==> config.mk <==
export PLATFORM = sky130hd
export DESIGN_NAME = vic_top
export DESIGN_NICKNAME = d
export VERILOG_FILES = /design/src/design/vic_pkg.sv /design/src/design/vic_top.sv
export SDC_FILE = /design/constraint.sdc
export NUM_CORES = 1
export LEC_CHECK = 0
export ABC_CLOCK_PERIOD_IN_PS = 9850
export BUFFER_PORTS_ARGS = -buffer_cell sky130_fd_sc_hd__clkbuf_2
export CORE_MARGIN = 1.5
export CORE_UTILIZATION = 40
export CTS_CLUSTER_DIAMETER = 40
export CTS_CLUSTER_SIZE = 8
export DETAILED_ROUTE_END_ITERATION = 8
export PLACE_DENSITY_LB_ADDON = 0.25
export SLEW_MARGIN = 25
export SYNTH_ARGS = -nofsm -noshare
export SYNTH_HDL_FRONTEND = slang
export SYNTH_SLANG_ARGS = --single-unit
==> constraint.sdc <==
create_clock -name SYS_CLK_I -period 9.85 [get_ports SYS_CLK_I]
set_clock_uncertainty 0.2 [all_clocks]
set_input_delay 0 -clock SYS_CLK_I [delete_from_list [all_inputs] [get_ports SYS_CLK_I]]
set_output_delay 0 -clock SYS_CLK_I [all_outputs]
set_load 0.005 [all_outputs]
==> src/design/vic_pkg.sv <==
// package: vectored interrupt controller register map, types and constants
package vic_pkg;
  localparam int NSRC = 24;
  localparam int VW = 5;
  localparam int BASEW = 21;
  localparam logic [VW-1:0] VEC_NONE = 5'h1f;
  // byte offsets on the bus
  localparam logic [7:0] OFF_CTRL = 8'h00;
  localparam logic [7:0] OFF_STAT = 8'h04;
  localparam logic [7:0] OFF_FLAG3 = 8'h08;
  localparam logic [7:0] OFF_FLAG8 = 8'h0c;
  localparam logic [7:0] OFF_FLAG9 = 8'h10;
  localparam logic [7:0] OFF_ENA = 8'h14;
  localparam logic [7:0] OFF_PRIO = 8'h18;
  localparam logic [7:0] OFF_BASE = 8'h1c;
  localparam logic [7:0] OFF_LOCK = 8'h20;
  localparam logic [7:0] OFF_CFG = 8'h24;
  localparam logic [7:0] OFF_ACK = 8'h28;
  localparam logic [7:0] OFF_IRQS = 8'h2c;
  localparam logic [7:0] OFF_IRQM = 8'h30;
  // field positions
  localparam int CTRL_GIEH = 7;
  localparam int CTRL_GIEL = 6;
  localparam int CTRL_IPEN = 5;
  localparam int CFG_MVEC = 3;
  localparam int CFG_ONEWAY = 4;
  localparam int LOCK_BIT = 0;
  localparam int ACK_LOW = 0;
  localparam int ACK_HIGH = 1;
  localparam int ACK_RET = 2;
  // source index of each flag inside the 24-bit flag vector
  localparam int FLAG3_LSB = 0;
  localparam int FLAG8_LSB = 8;
  localparam int FLAG9_LSB = 16;
  localparam int SRC_UART_GEN = 6;
  localparam logic [7:0] FLAG3_SWMASK = 8'h80;
  localparam logic [7:0] FLAG3_HWMASK = 8'h3f;
  localparam logic [7:0] FLAG8_MASK = 8'hc0;
  localparam logic [7:0] FLAG9_MASK = 8'h0f;
  localparam logic [7:0] CFG_RESET = 8'h18;
  localparam logic [BASEW-1:0] BASE_RESET = 21'h000008;
  localparam logic [1:0] HTRANS_NONSEQ = 2'h2;
  localparam logic [2:0] HSIZE_WORD = 3'h2;
  localparam int NEV = 3;
  localparam int EV_LOW = 0;
  localparam int EV_HIGH = 1;
  localparam int EV_LOCKERR = 2;

  typedef enum logic [1:0] {
    VIC_IDLE = 2'b00,
    VIC_LOW = 2'b01,
    VIC_HIGH_ON_LOW = 2'b11,
    VIC_HIGH = 2'b10
  } vic_state_t;

  typedef struct packed {
    logic valid;
    logic high;
    logic [VW-1:0] vec;
  } vic_pick_t;

  typedef struct packed {
    logic req;
    logic high;
    logic [VW-1:0] vec;
    logic [BASEW-1:0] addr;
  } vic_cpu_t;
endpackage : vic_pkg

==> src/design/vic_top.sv <==
// module: vectored interrupt controller with ahb-lite register slave
`timescale 1ns/1ps
`default_nettype none
module vic_top import vic_pkg::*; (
  input wire logic SYS_CLK_I,
  input wire logic RSTN_I,
  input wire logic HSEL_I,
  input wire logic [31:0] HADDR_I,
  input wire logic [1:0] HTRANS_I,
  input wire logic HWRITE_I,
  input wire logic [2:0] HSIZE_I,
  input wire logic [31:0] HWDATA_I,
  input wire logic HREADY_I,
  output logic [31:0] HRDATA_O,
  output logic HREADYOUT_O,
  output logic HRESP_O,
  input wire logic [NSRC-1:0] SRC_EVENT_I,
  input wire logic [7:0] UART_IRQ_STATUS_I,
  input wire logic [7:0] CONFIG_WORD_LOW_I,
  output logic CPU_IRQ_O,
  output logic CPU_IRQ_HIGH_O,
  output logic [VW-1:0] CPU_VECTOR_O,
  output logic [BASEW-1:0] CPU_VEC_ADDR_O,
  output logic IRQ_O
);
  ////////////////////////////////////////////////////////////////////////////
  function automatic logic is_off(input logic [7:0] a, input logic [7:0] o);
    is_off = (a == o);
  endfunction : is_off

  logic [NSRC-1:0] flag_r;
  logic [NSRC-1:0] ena_r;
  logic [NSRC-1:0] prio_r;
  logic [7:0] ctrl_r;
  logic [BASEW-1:0] base_r;
  logic lock_r;
  logic lock_used_r;
  logic [7:0] cfg_r;
  logic cfg_taken_r;
  logic [NEV-1:0] irqs_r;
  logic [NEV-1:0] irqm_r;
  vic_state_t state_r;
  vic_cpu_t cpu_r;
  logic wr_ph_r;
  logic rd_ph_r;
  logic [7:0] addr_r;
  logic [31:0] rdata_nxt;
  logic [NSRC-1:0] pend;
  vic_pick_t pick_hi;
  vic_pick_t pick_lo;
  vic_pick_t pick;
  logic ack_low;
  logic ack_high;
  logic ack_ret;
  logic lock_err;
  logic wr_lock;

  ////////////////////////////////////////////////////////////////////////////
  // bus slave: zero wait states, always okay
  wire take = HSEL_I & HREADY_I & HTRANS_I[1];
  assign HREADYOUT_O = 1'b1;
  assign HRESP_O = 1'b0;

  always_ff @(posedge SYS_CLK_I or negedge RSTN_I) begin
    if (!RSTN_I) begin
      wr_ph_r <= 1'b0;
      rd_ph_r <= 1'b0;
      addr_r <= 8'h00;
    end else begin
      wr_ph_r <= take & HWRITE_I;
      rd_ph_r <= take & ~HWRITE_I;
      addr_r <= take ? HADDR_I[7:0] : addr_r;
    end
  end

  wire wr = wr_ph_r;
  assign ack_low = wr & is_off(addr_r, OFF_ACK) & HWDATA_I[ACK_LOW];
  assign ack_high = wr & is_off(addr_r, OFF_ACK) & HWDATA_I[ACK_HIGH];
  assign ack_ret = wr & is_off(addr_r, OFF_ACK) & HWDATA_I[ACK_RET];
  assign wr_lock = wr & is_off(addr_r, OFF_LOCK);

  ////////////////////////////////////////////////////////////////////////////
  // config word caught once after reset release, then read-only
  always_ff @(posedge SYS_CLK_I or negedge RSTN_I) begin
    if (!RSTN_I) begin
      cfg_r <= CFG_RESET;
      cfg_taken_r <= 1'b0;
    end else if (!cfg_taken_r) begin
      cfg_r <= CONFIG_WORD_LOW_I;
      cfg_taken_r <= 1'b1;
    end
  end

  // one-way lock
  // once locked with the one-way bit set, no write reopens the base
  wire unlock_ok = ~(cfg_r[CFG_ONEWAY] & lock_used_r);
  always_ff @(posedge SYS_CLK_I or negedge RSTN_I) begin
    if (!RSTN_I) begin
      lock_r <= 1'b0;
      lock_used_r <= 1'b0;
    end else if (wr_lock) begin
      if (HWDATA_I[LOCK_BIT]) begin
        lock_r <= 1'b1;
        lock_used_r <= 1'b1;
      end else if (unlock_ok) begin
        lock_r <= 1'b0;
      end
    end
  end

  assign lock_err = wr & is_off(addr_r, OFF_BASE) & lock_r;
  always_ff @(posedge SYS_CLK_I or negedge RSTN_I) begin
    if (!RSTN_I) begin
      base_r <= BASE_RESET;
    end else if (wr & is_off(addr_r, OFF_BASE) & ~lock_r) begin
      base_r <= HWDATA_I[BASEW-1:0];
    end
  end

  always_ff @(posedge SYS_CLK_I or negedge RSTN_I) begin
    if (!RSTN_I) begin
      ena_r <= '0;
      prio_r <= '0;
      ctrl_r <= 8'h00;
      irqm_r <= '0;
    end else begin
      if (wr & is_off(addr_r, OFF_ENA)) ena_r <= HWDATA_I[NSRC-1:0];
      if (wr & is_off(addr_r, OFF_PRIO)) prio_r <= HWDATA_I[NSRC-1:0];
      if (wr & is_off(addr_r, OFF_CTRL)) ctrl_r <= HWDATA_I[7:0];
      if (wr & is_off(addr_r, OFF_IRQM)) irqm_r <= HWDATA_I[NEV-1:0];
    end
  end

  ////////////////////////////////////////////////////////////////////////////
  // flags: hardware set wins over a software clear in the same cycle
  logic [NSRC-1:0] sw_mask;
  logic [NSRC-1:0] sw_clr;
  always_comb begin
    sw_mask = '0;
    sw_mask[FLAG3_LSB +: 8] = FLAG3_SWMASK;
    sw_mask[FLAG8_LSB +: 8] = FLAG8_MASK;
    sw_mask[FLAG9_LSB +: 8] = FLAG9_MASK;
    sw_clr = '0;
    if (wr & is_off(addr_r, OFF_FLAG3))
      sw_clr[FLAG3_LSB +: 8] = ~HWDATA_I[7:0];
    if (wr & is_off(addr_r, OFF_FLAG8))
      sw_clr[FLAG8_LSB +: 8] = ~HWDATA_I[7:0];
    if (wr & is_off(addr_r, OFF_FLAG9))
      sw_clr[FLAG9_LSB +: 8] = ~HWDATA_I[7:0];
    sw_clr = sw_clr & sw_mask;
  end

  // hardware-owned flags of register 3 follow their source level
  logic [NSRC-1:0] hw_lvl;
  always_comb begin
    hw_lvl = '0;
    hw_lvl[FLAG3_LSB +: 8] = FLAG3_HWMASK;
  end

  genvar gi;
  generate
    for (gi = 0; gi < NSRC; gi++) begin : g_flag
      always_ff @(posedge SYS_CLK_I or negedge RSTN_I) begin
        if (!RSTN_I) begin
          flag_r[gi] <= 1'b0;
        end else if (gi == SRC_UART_GEN) begin
          flag_r[gi] <= |UART_IRQ_STATUS_I;
        end else if (hw_lvl[gi]) begin
          flag_r[gi] <= SRC_EVENT_I[gi];
        end else if (!sw_mask[gi]) begin
          flag_r[gi] <= 1'b0;
        end else if (SRC_EVENT_I[gi]) begin
          flag_r[gi] <= 1'b1;
        end else if (sw_clr[gi]) begin
          flag_r[gi] <= 1'b0;
        end
      end
    end
  endgenerate

  ////////////////////////////////////////////////////////////////////////////
  // enable gating
  assign pend = flag_r & ena_r;

  // fixed order: lowest index wins inside a level
  function automatic vic_pick_t first(input logic [NSRC-1:0] v,
                                      input logic hi);
    first.valid = 1'b0;
    first.high = hi;
    first.vec = VEC_NONE;
    for (int i = NSRC - 1; i >= 0; i--) begin
      if (v[i]) begin
        first.valid = 1'b1;
        first.vec = VW'(i);
      end
    end
  endfunction : first

  // without priority mode all sources sit in the high level
  wire ipen = ctrl_r[CTRL_IPEN];
  assign pick_hi = first(pend & (ipen ? prio_r : '1), 1'b1);
  assign pick_lo = first(pend & (ipen ? ~prio_r : '0), 1'b0);

  // nesting: high may preempt active low, nothing preempts high
  wire hi_ok = ctrl_r[CTRL_GIEH] & (state_r != VIC_HIGH) &
               (state_r != VIC_HIGH_ON_LOW);
  wire lo_ok = ctrl_r[CTRL_GIEL] & ipen & (state_r == VIC_IDLE);
  always_comb begin
    pick = '{valid: 1'b0, high: 1'b0, vec: VEC_NONE};
    if (pick_hi.valid & hi_ok) pick = pick_hi;
    else if (pick_lo.valid & lo_ok) pick = pick_lo;
  end

  always_ff @(posedge SYS_CLK_I or negedge RSTN_I) begin
    if (!RSTN_I) begin
      state_r <= VIC_IDLE;
    end else begin
      case (state_r)
        VIC_IDLE: begin
          if (ack_high) state_r <= VIC_HIGH;
          else if (ack_low) state_r <= VIC_LOW;
        end
        VIC_LOW: begin
          if (ack_high) state_r <= VIC_HIGH_ON_LOW;
          else if (ack_ret) state_r <= VIC_IDLE;
        end
        VIC_HIGH_ON_LOW: if (ack_ret) state_r <= VIC_LOW;
        VIC_HIGH: if (ack_ret) state_r <= VIC_IDLE;
        default: state_r <= VIC_IDLE;
      endcase
    end
  end

  // single request, vector address, multi-vector select
  always_ff @(posedge SYS_CLK_I or negedge RSTN_I) begin
    if (!RSTN_I) begin
      cpu_r <= '0;
    end else begin
      cpu_r.req <= pick.valid;
      cpu_r.high <= pick.high;
      cpu_r.vec <= pick.vec;
      if (cfg_r[CFG_MVEC])
        cpu_r.addr <= base_r + BASEW'({pick.vec, 1'b0});
      else
        cpu_r.addr <= base_r;
    end
  end

  assign CPU_IRQ_O = cpu_r.req;
  assign CPU_IRQ_HIGH_O = cpu_r.high;
  assign CPU_VECTOR_O = cpu_r.vec;
  assign CPU_VEC_ADDR_O = cpu_r.addr;

  ////////////////////////////////////////////////////////////////////////////
  // event status: set wins over read clear
  logic [NEV-1:0] ev;
  always_comb begin
    ev = '0;
    ev[EV_LOW] = ack_low & (state_r == VIC_IDLE);
    ev[EV_HIGH] = ack_high;
    ev[EV_LOCKERR] = lock_err;
  end
  wire rd_irqs = rd_ph_r & is_off(addr_r, OFF_IRQS);
  always_ff @(posedge SYS_CLK_I or negedge RSTN_I) begin
    if (!RSTN_I) irqs_r <= '0;
    else irqs_r <= ev | (rd_irqs ? '0 : irqs_r);
  end
  always_ff @(posedge SYS_CLK_I or negedge RSTN_I) begin
    if (!RSTN_I) IRQ_O <= 1'b0;
    else IRQ_O <= |(irqs_r & irqm_r);
  end

  ////////////////////////////////////////////////////////////////////////////
  // read mux; unmapped offsets read zero
  always_comb begin
    rdata_nxt = 32'h0000_0000;
    case (addr_r)
      OFF_CTRL: rdata_nxt[7:0] = ctrl_r;
      OFF_STAT: rdata_nxt[1:0] = state_r;
      OFF_FLAG3: rdata_nxt[7:0] = flag_r[FLAG3_LSB +: 8];
      OFF_FLAG8: rdata_nxt[7:0] = flag_r[FLAG8_LSB +: 8] & FLAG8_MASK;
      OFF_FLAG9: rdata_nxt[7:0] = flag_r[FLAG9_LSB +: 8] & FLAG9_MASK;
      OFF_ENA: rdata_nxt[NSRC-1:0] = ena_r;
      OFF_PRIO: rdata_nxt[NSRC-1:0] = prio_r;
      OFF_BASE: rdata_nxt[BASEW-1:0] = base_r;
      OFF_LOCK: rdata_nxt[LOCK_BIT] = lock_r;
      OFF_CFG: rdata_nxt[7:0] = cfg_r;
      OFF_IRQS: rdata_nxt[NEV-1:0] = irqs_r;
      OFF_IRQM: rdata_nxt[NEV-1:0] = irqm_r;
      default: rdata_nxt = 32'h0000_0000;
    endcase
  end
  assign HRDATA_O = rd_ph_r ? rdata_nxt : 32'h0000_0000;
endmodule : vic_top
`default_nettype wire

# == Word level (Yosys, flattened, before mapping) ==
# Cells that the tools add are included.
# classes
addsub,1
eq_ne,20
mux,134
n_bitwise,37
n_reduce_logical,14
# op_table
op,count
two-way mux 5 bit,32
two-way mux 24 bit,3
two-way mux 4 bit,17
two-way mux 1 bit,64
bitwise AND 24 bit,2
equality test 8 x 6 -> 1 bit (second input constant),5
one-hot mux 5 bit (8 select lines),1
one-hot mux 13 bit (3 select lines),1
equality test 8 x 5 -> 1 bit (second input constant),4
bitwise AND 1 bit,28
bitwise AND 20 x 24 -> 24 bit,1
NOT 24 bit,1
adder 21 x 6 -> 21 bit,1
two-way mux 21 bit,1
equality test 8 x 4 -> 1 bit (second input constant),2
two-way mux 8 bit,2
two-way mux 7 bit,2
nonzero test 2 bit,7
one-hot mux 1 bit (11 select lines),1
two-way mux 2 bit,5
one-hot mux 1 bit (10 select lines),1
one-hot mux 1 bit (9 select lines),1
equality test 8 x 3 -> 1 bit (second input constant),1
logical NOT 8 bit,1
other kinds (15),22
# word_totals
reg_bits,149
out_inout_bits,63
wordCells,239

# == Longest topological paths before layout ==
# depth
word_depth,32
mapped_depth,15
depth_no_buf,14

# == Worst setup path before layout ==
# No wires, ideal clock.
# synth_path
kind,flip-flop to flip-flop
from,register ctrl_r[5]
to,"register cpu_r, in the netlist CPU_VEC_ADDR_O[12]"
arrival_ps,3350
required_time_ps,9526
slack_ps,6176
path_stages_with_launch,14
n_path_buf,0
synth_period_minus_slack_ps,3674
path_cell_list,dfrtp_1 > and4b_4 > or4_4 > a311o_1 > o31ai_4 > nor2_2 > a22oi_1 > ha_1 > a21o_1 > a21oi_1 > nand2b_1 > a211oi_1 > nand3_1 > xnor2_1
# synth_lines
item,line,rtl
"start, declared",vic_top.sv:34,logic [7:0] ctrl_r;
"start signal, assigned",vic_top.sv:129,"if (wr & is_off(addr_r, OFF_CTRL)) ctrl_r <= HWDATA_I[7:0];"
"end, declared",vic_top.sv:43,vic_cpu_t cpu_r;

==> results.toml <==
[placed_design]
port_buffer_count = 119
detailed_place_hpwl_mm = 14.26
finalWeightedCongestion = 0.8578

[timing]
worst-slew-pin-transition_ns = 1.028
slew_headroom_pct = 31.44
slew_viol_final = 0
achievable-frequency_ghz = 0.2137
period_minus_slack_ns = 4.680
hold_violations = 0
ratio_of_final_minimum_period_to_clock_period_pct = 47.52
sum_neg_setup_slack_ns = 0
grt_setup_unrepaired = "no"
setup_violating_endpoint_count_in_the_final_report = 0

[pwr]
total_power_w = 0.001603
max-vdd-ir-drop_uv = 121.5
power_density_nw_per_um2 = 169.8
p_leak_nw = 4.007

[cts]
cts_h_tree_lvls = 4
cts_tree = "built"
worst_skew_pair.late_latency_ns = 0.43
clkSlewWorstSetupHoldPaths_ns = 0.06
cts_post_setup_buffers_inserted = 0
clock_sink_count = 149
max-clock-path-buffers = 2
cts_inserted_buffers = 17
cts_root_buffer = "clkbuf_16"
holdBufCountCts = 71
cts_repair_resize_count = 0

[layout]
finalNetCount = 939
post_route_cells_drive_above_1_share_pct = 34.01
final_core_util_pct = 52.56
flow.area_growth_from_synthesis_pct = 29.12
antenna-diode-count = 0

[worst_setup_path]
worstSetupEndpointType = "register"
crit_path_top_delay_cell = "dfrtp_1"
timing.critical_path.max_delay_family = "simple AND/OR/NAND/NOR gates"
worstPathArrival_ns = 4.79
reg2regPathDepth = 14
crit_chain = "and4b_4 -> or4_4 -> a311o_1 -> o31ai_4 -> a221oi_1 -> o21ai_1 -> ha_1 -> fa_1 -> a21oi_1 -> o21ai_0 -> a21oi_1 -> nor2_1 -> nand4_1 -> xnor2_1"
critical_path.most_common_cell = "a21oi_1"
cp_num_cells = 14
setup.worst_path.class = "register to register"
critical_path.n_buffers_inverters = 0
critical-path-max-stage-delay_ns = 0.63
critPathRequiredTime_ns = 9.96
critical_path_peak_fanout = 24
start_kind = "register"

[global_route]
first_global_vias = 6127
global_route.overflow_total = 0
number_of_antenna_violations_at_the_first_check_in_global_routing = 0
global_route.usage.total_pct = 22.00
grt_max_degree = 87
global_route_wire_length_before_repair_mm = 33.05

[drt]
initialDrtViolationCount = 403
antenna_left = 0
detailedRoute.firstPassIterationCount = 5
routed_wirelength_mm = 20.10
num_vias = 5876
routed_length_per_instance_um = 18.95
routed_via_density = 5.538
drc = 0

[outcome]
outcome = "complete, no violations"

[floorplan]
fp.dieH_um = 138.2
initial_core_util_pct = 40.70
floorplan.die_area_um2 = 19100
io_pins = 177
rows = 49
chipWidth_um = 138.2
core_area_um2 = 17960

[logic_synthesis]
synth_sequential_area_ratio_pct = 51.04
synthCells = 631
mappedNetlistArea_um2 = 7312
synth_ff_type = "dfrtp_1"
synthesis.yosys.warnings = 0
synth-async-reset-ratio_pct = 100.0
postSynthRegisterBits = 149
synth.lib_cells_used.distinct = 75
syn_area_per_cell_um2 = 11.59
synth-edff-count = 0

[worst_hold_path]
hp-class = "input port to async pin"

[flow_run]
drv.max_cap_violation_count = 0
-- where the power goes --
part	switching [W]	internal, W	total, W	leakage [nW]
clock	0.000261	0.000421	0.000682	0.297
sequential	0.0000462	0.000658	0.000704	1.73
combinational	0.000109	0.000108	0.000217	1.98
-- area by class of cell --
class | count | area (um^2)
clock inverters | 10 | 145.1
well taps | 229 | 286.5
clock buffers | 22 | 474.2
fillers | 1590 | 8522
multi-input cells | 448 | 3412
flip-flops and latches | 149 | 3732
inverters | 5 | 18.77
repair buffers | 198 | 1373
-- layer usage --
layer,GRT usage (%),part of all wire (%),vias to the layer above
li1,-,-,2707
met1,28.87,43,2933
met2,36.40,49,197
met3,4.053,5.4,39
met4,8.199,2.2,0
met5,0,0,-
-- placed cells by master, fill, tap and decap left out, drive strengths merged, types with 16 or more instances in the layout --
cell / instances
nand2: 48
o21ai: 16
dlygate4sd3: 71
nor2: 43
nand3: 17
mux2: 99
nor2b: 17
dfrtp: 146
a222oi: 17
a22oi: 16
clkbuf: 140
-- stage by stage --
stage | hold slack (ns) | std cells | worst slack, ns | instance area [um^2]
after CTS | 0.005078 | 1061 | 5.169 | 9435
after global placement | -0.1059 | 958 | 5.036 | 8100
after floorplan | -0.4956 | 640 | 6.176 | 7346
after global routing | 0.02054 | 1061 | 4.731 | 9442
final | 0.004314 | 1061 | 5.170 | 9442
after detailed placement | -0.09032 | 958 | 5.174 | 8105
-- worst paths after layout --
path	from	endpoint	slack, ns
hold / removal	RSTN_I	CPU_VEC_ADDR_O[13]$_DFF_PN0_	0.004
setup reg to reg	ctrl_r[5]$_DFFE_PN0P_	CPU_VEC_ADDR_O[13]$_DFF_PN0_	5.17
max in group asynchronous	RSTN_I	cfg_r[0]$_DFFE_PN0N_	8.15
hold reg to reg	base_r[0]$_DFFE_PN0P_	CPU_VEC_ADDR_O[0]$_DFF_PN0_	0.25
min in group SYS_CLK_I	HTRANS_I[1]	addr_r[0]$_DFFE_PN0P_	0.01
setup / recovery	ctrl_r[5]$_DFFE_PN0P_	CPU_VEC_ADDR_O[13]$_DFF_PN0_	5.17
-- kinds of logic after synthesis --
kind of cell,share of synthesized area [%]
XOR/XNOR,2.156
multiplexers,15.97
adder cells (fa/ha/maj),1.129
AND/OR/NAND/NOR,14.73
buffers and inverters,2.909
other,0.1027
flip-flops,51.04
AO/OA/AOI/OAI,11.96
-- synth_stat cells (all sizes together) (3+ instances only) --
master	number	area, um^2
a211oi	3	22.52
a21o	6	45.04
a21oi	11	55.05
a222oi	17	170.2
a22oi	16	120.1
a311oi	3	26.28
a31oi	13	87.58
and2b	3	26.28
and3	7	45.05
and4b	6	68.82
buf	22	130.1
clkbuf	16	63.81
dfrtp	146	3654
dfstp	3	78.83
ha	5	62.56
inv	5	18.77
mux2	99	1115
mux2i	3	30.03
nand2	48	182.7
nand2b	13	81.33
nand3	17	85.08
nand3b	4	30.03
nand4	5	31.28
nor2	43	163.9
nor2b	17	106.4
nor3	10	60.06
nor3b	3	22.52
nor4	3	18.77
nor4b	3	53.80
o211ai	4	30.03
o21ai	16	80.07
o22ai	5	31.28
o31ai	3	36.28
xnor2	14	122.6
xor2	4	35.03
-- worst register-to-register path: stages, from the launching register on --
cell      delay (ns)
dfrtp_1         0.63
and4b_4         0.36
or4_4           0.54
a311o_1         0.35
o31ai_4         0.30
a221oi_1        0.08
o21ai_1         0.28
ha_1            0.25
fa_1            0.21
a21oi_1         0.09
o21ai_0         0.25
a21oi_1         0.16
nor2_1          0.51
nand4_1         0.19
xnor2_1         0.16
-- registers in the layout (all words and copies together) (netlist names) --
register        flops
ena_r              24
prio_r             24
CPU_VEC_ADDR_O     21
base_r             21
flag_r             14
addr_r              8
cfg_r               8
ctrl_r              8
CPU_VECTOR_O        5
irqm_r              3
irqs_r              3
state_r             2
CPU_IRQ_HIGH_O      1
CPU_IRQ_O           1
IRQ_O               1
cfg_taken_r         1
lock_r              1
lock_used_r         1
rd_ph_r             1
wr                  1
Power figures use the tool's default switching activity.
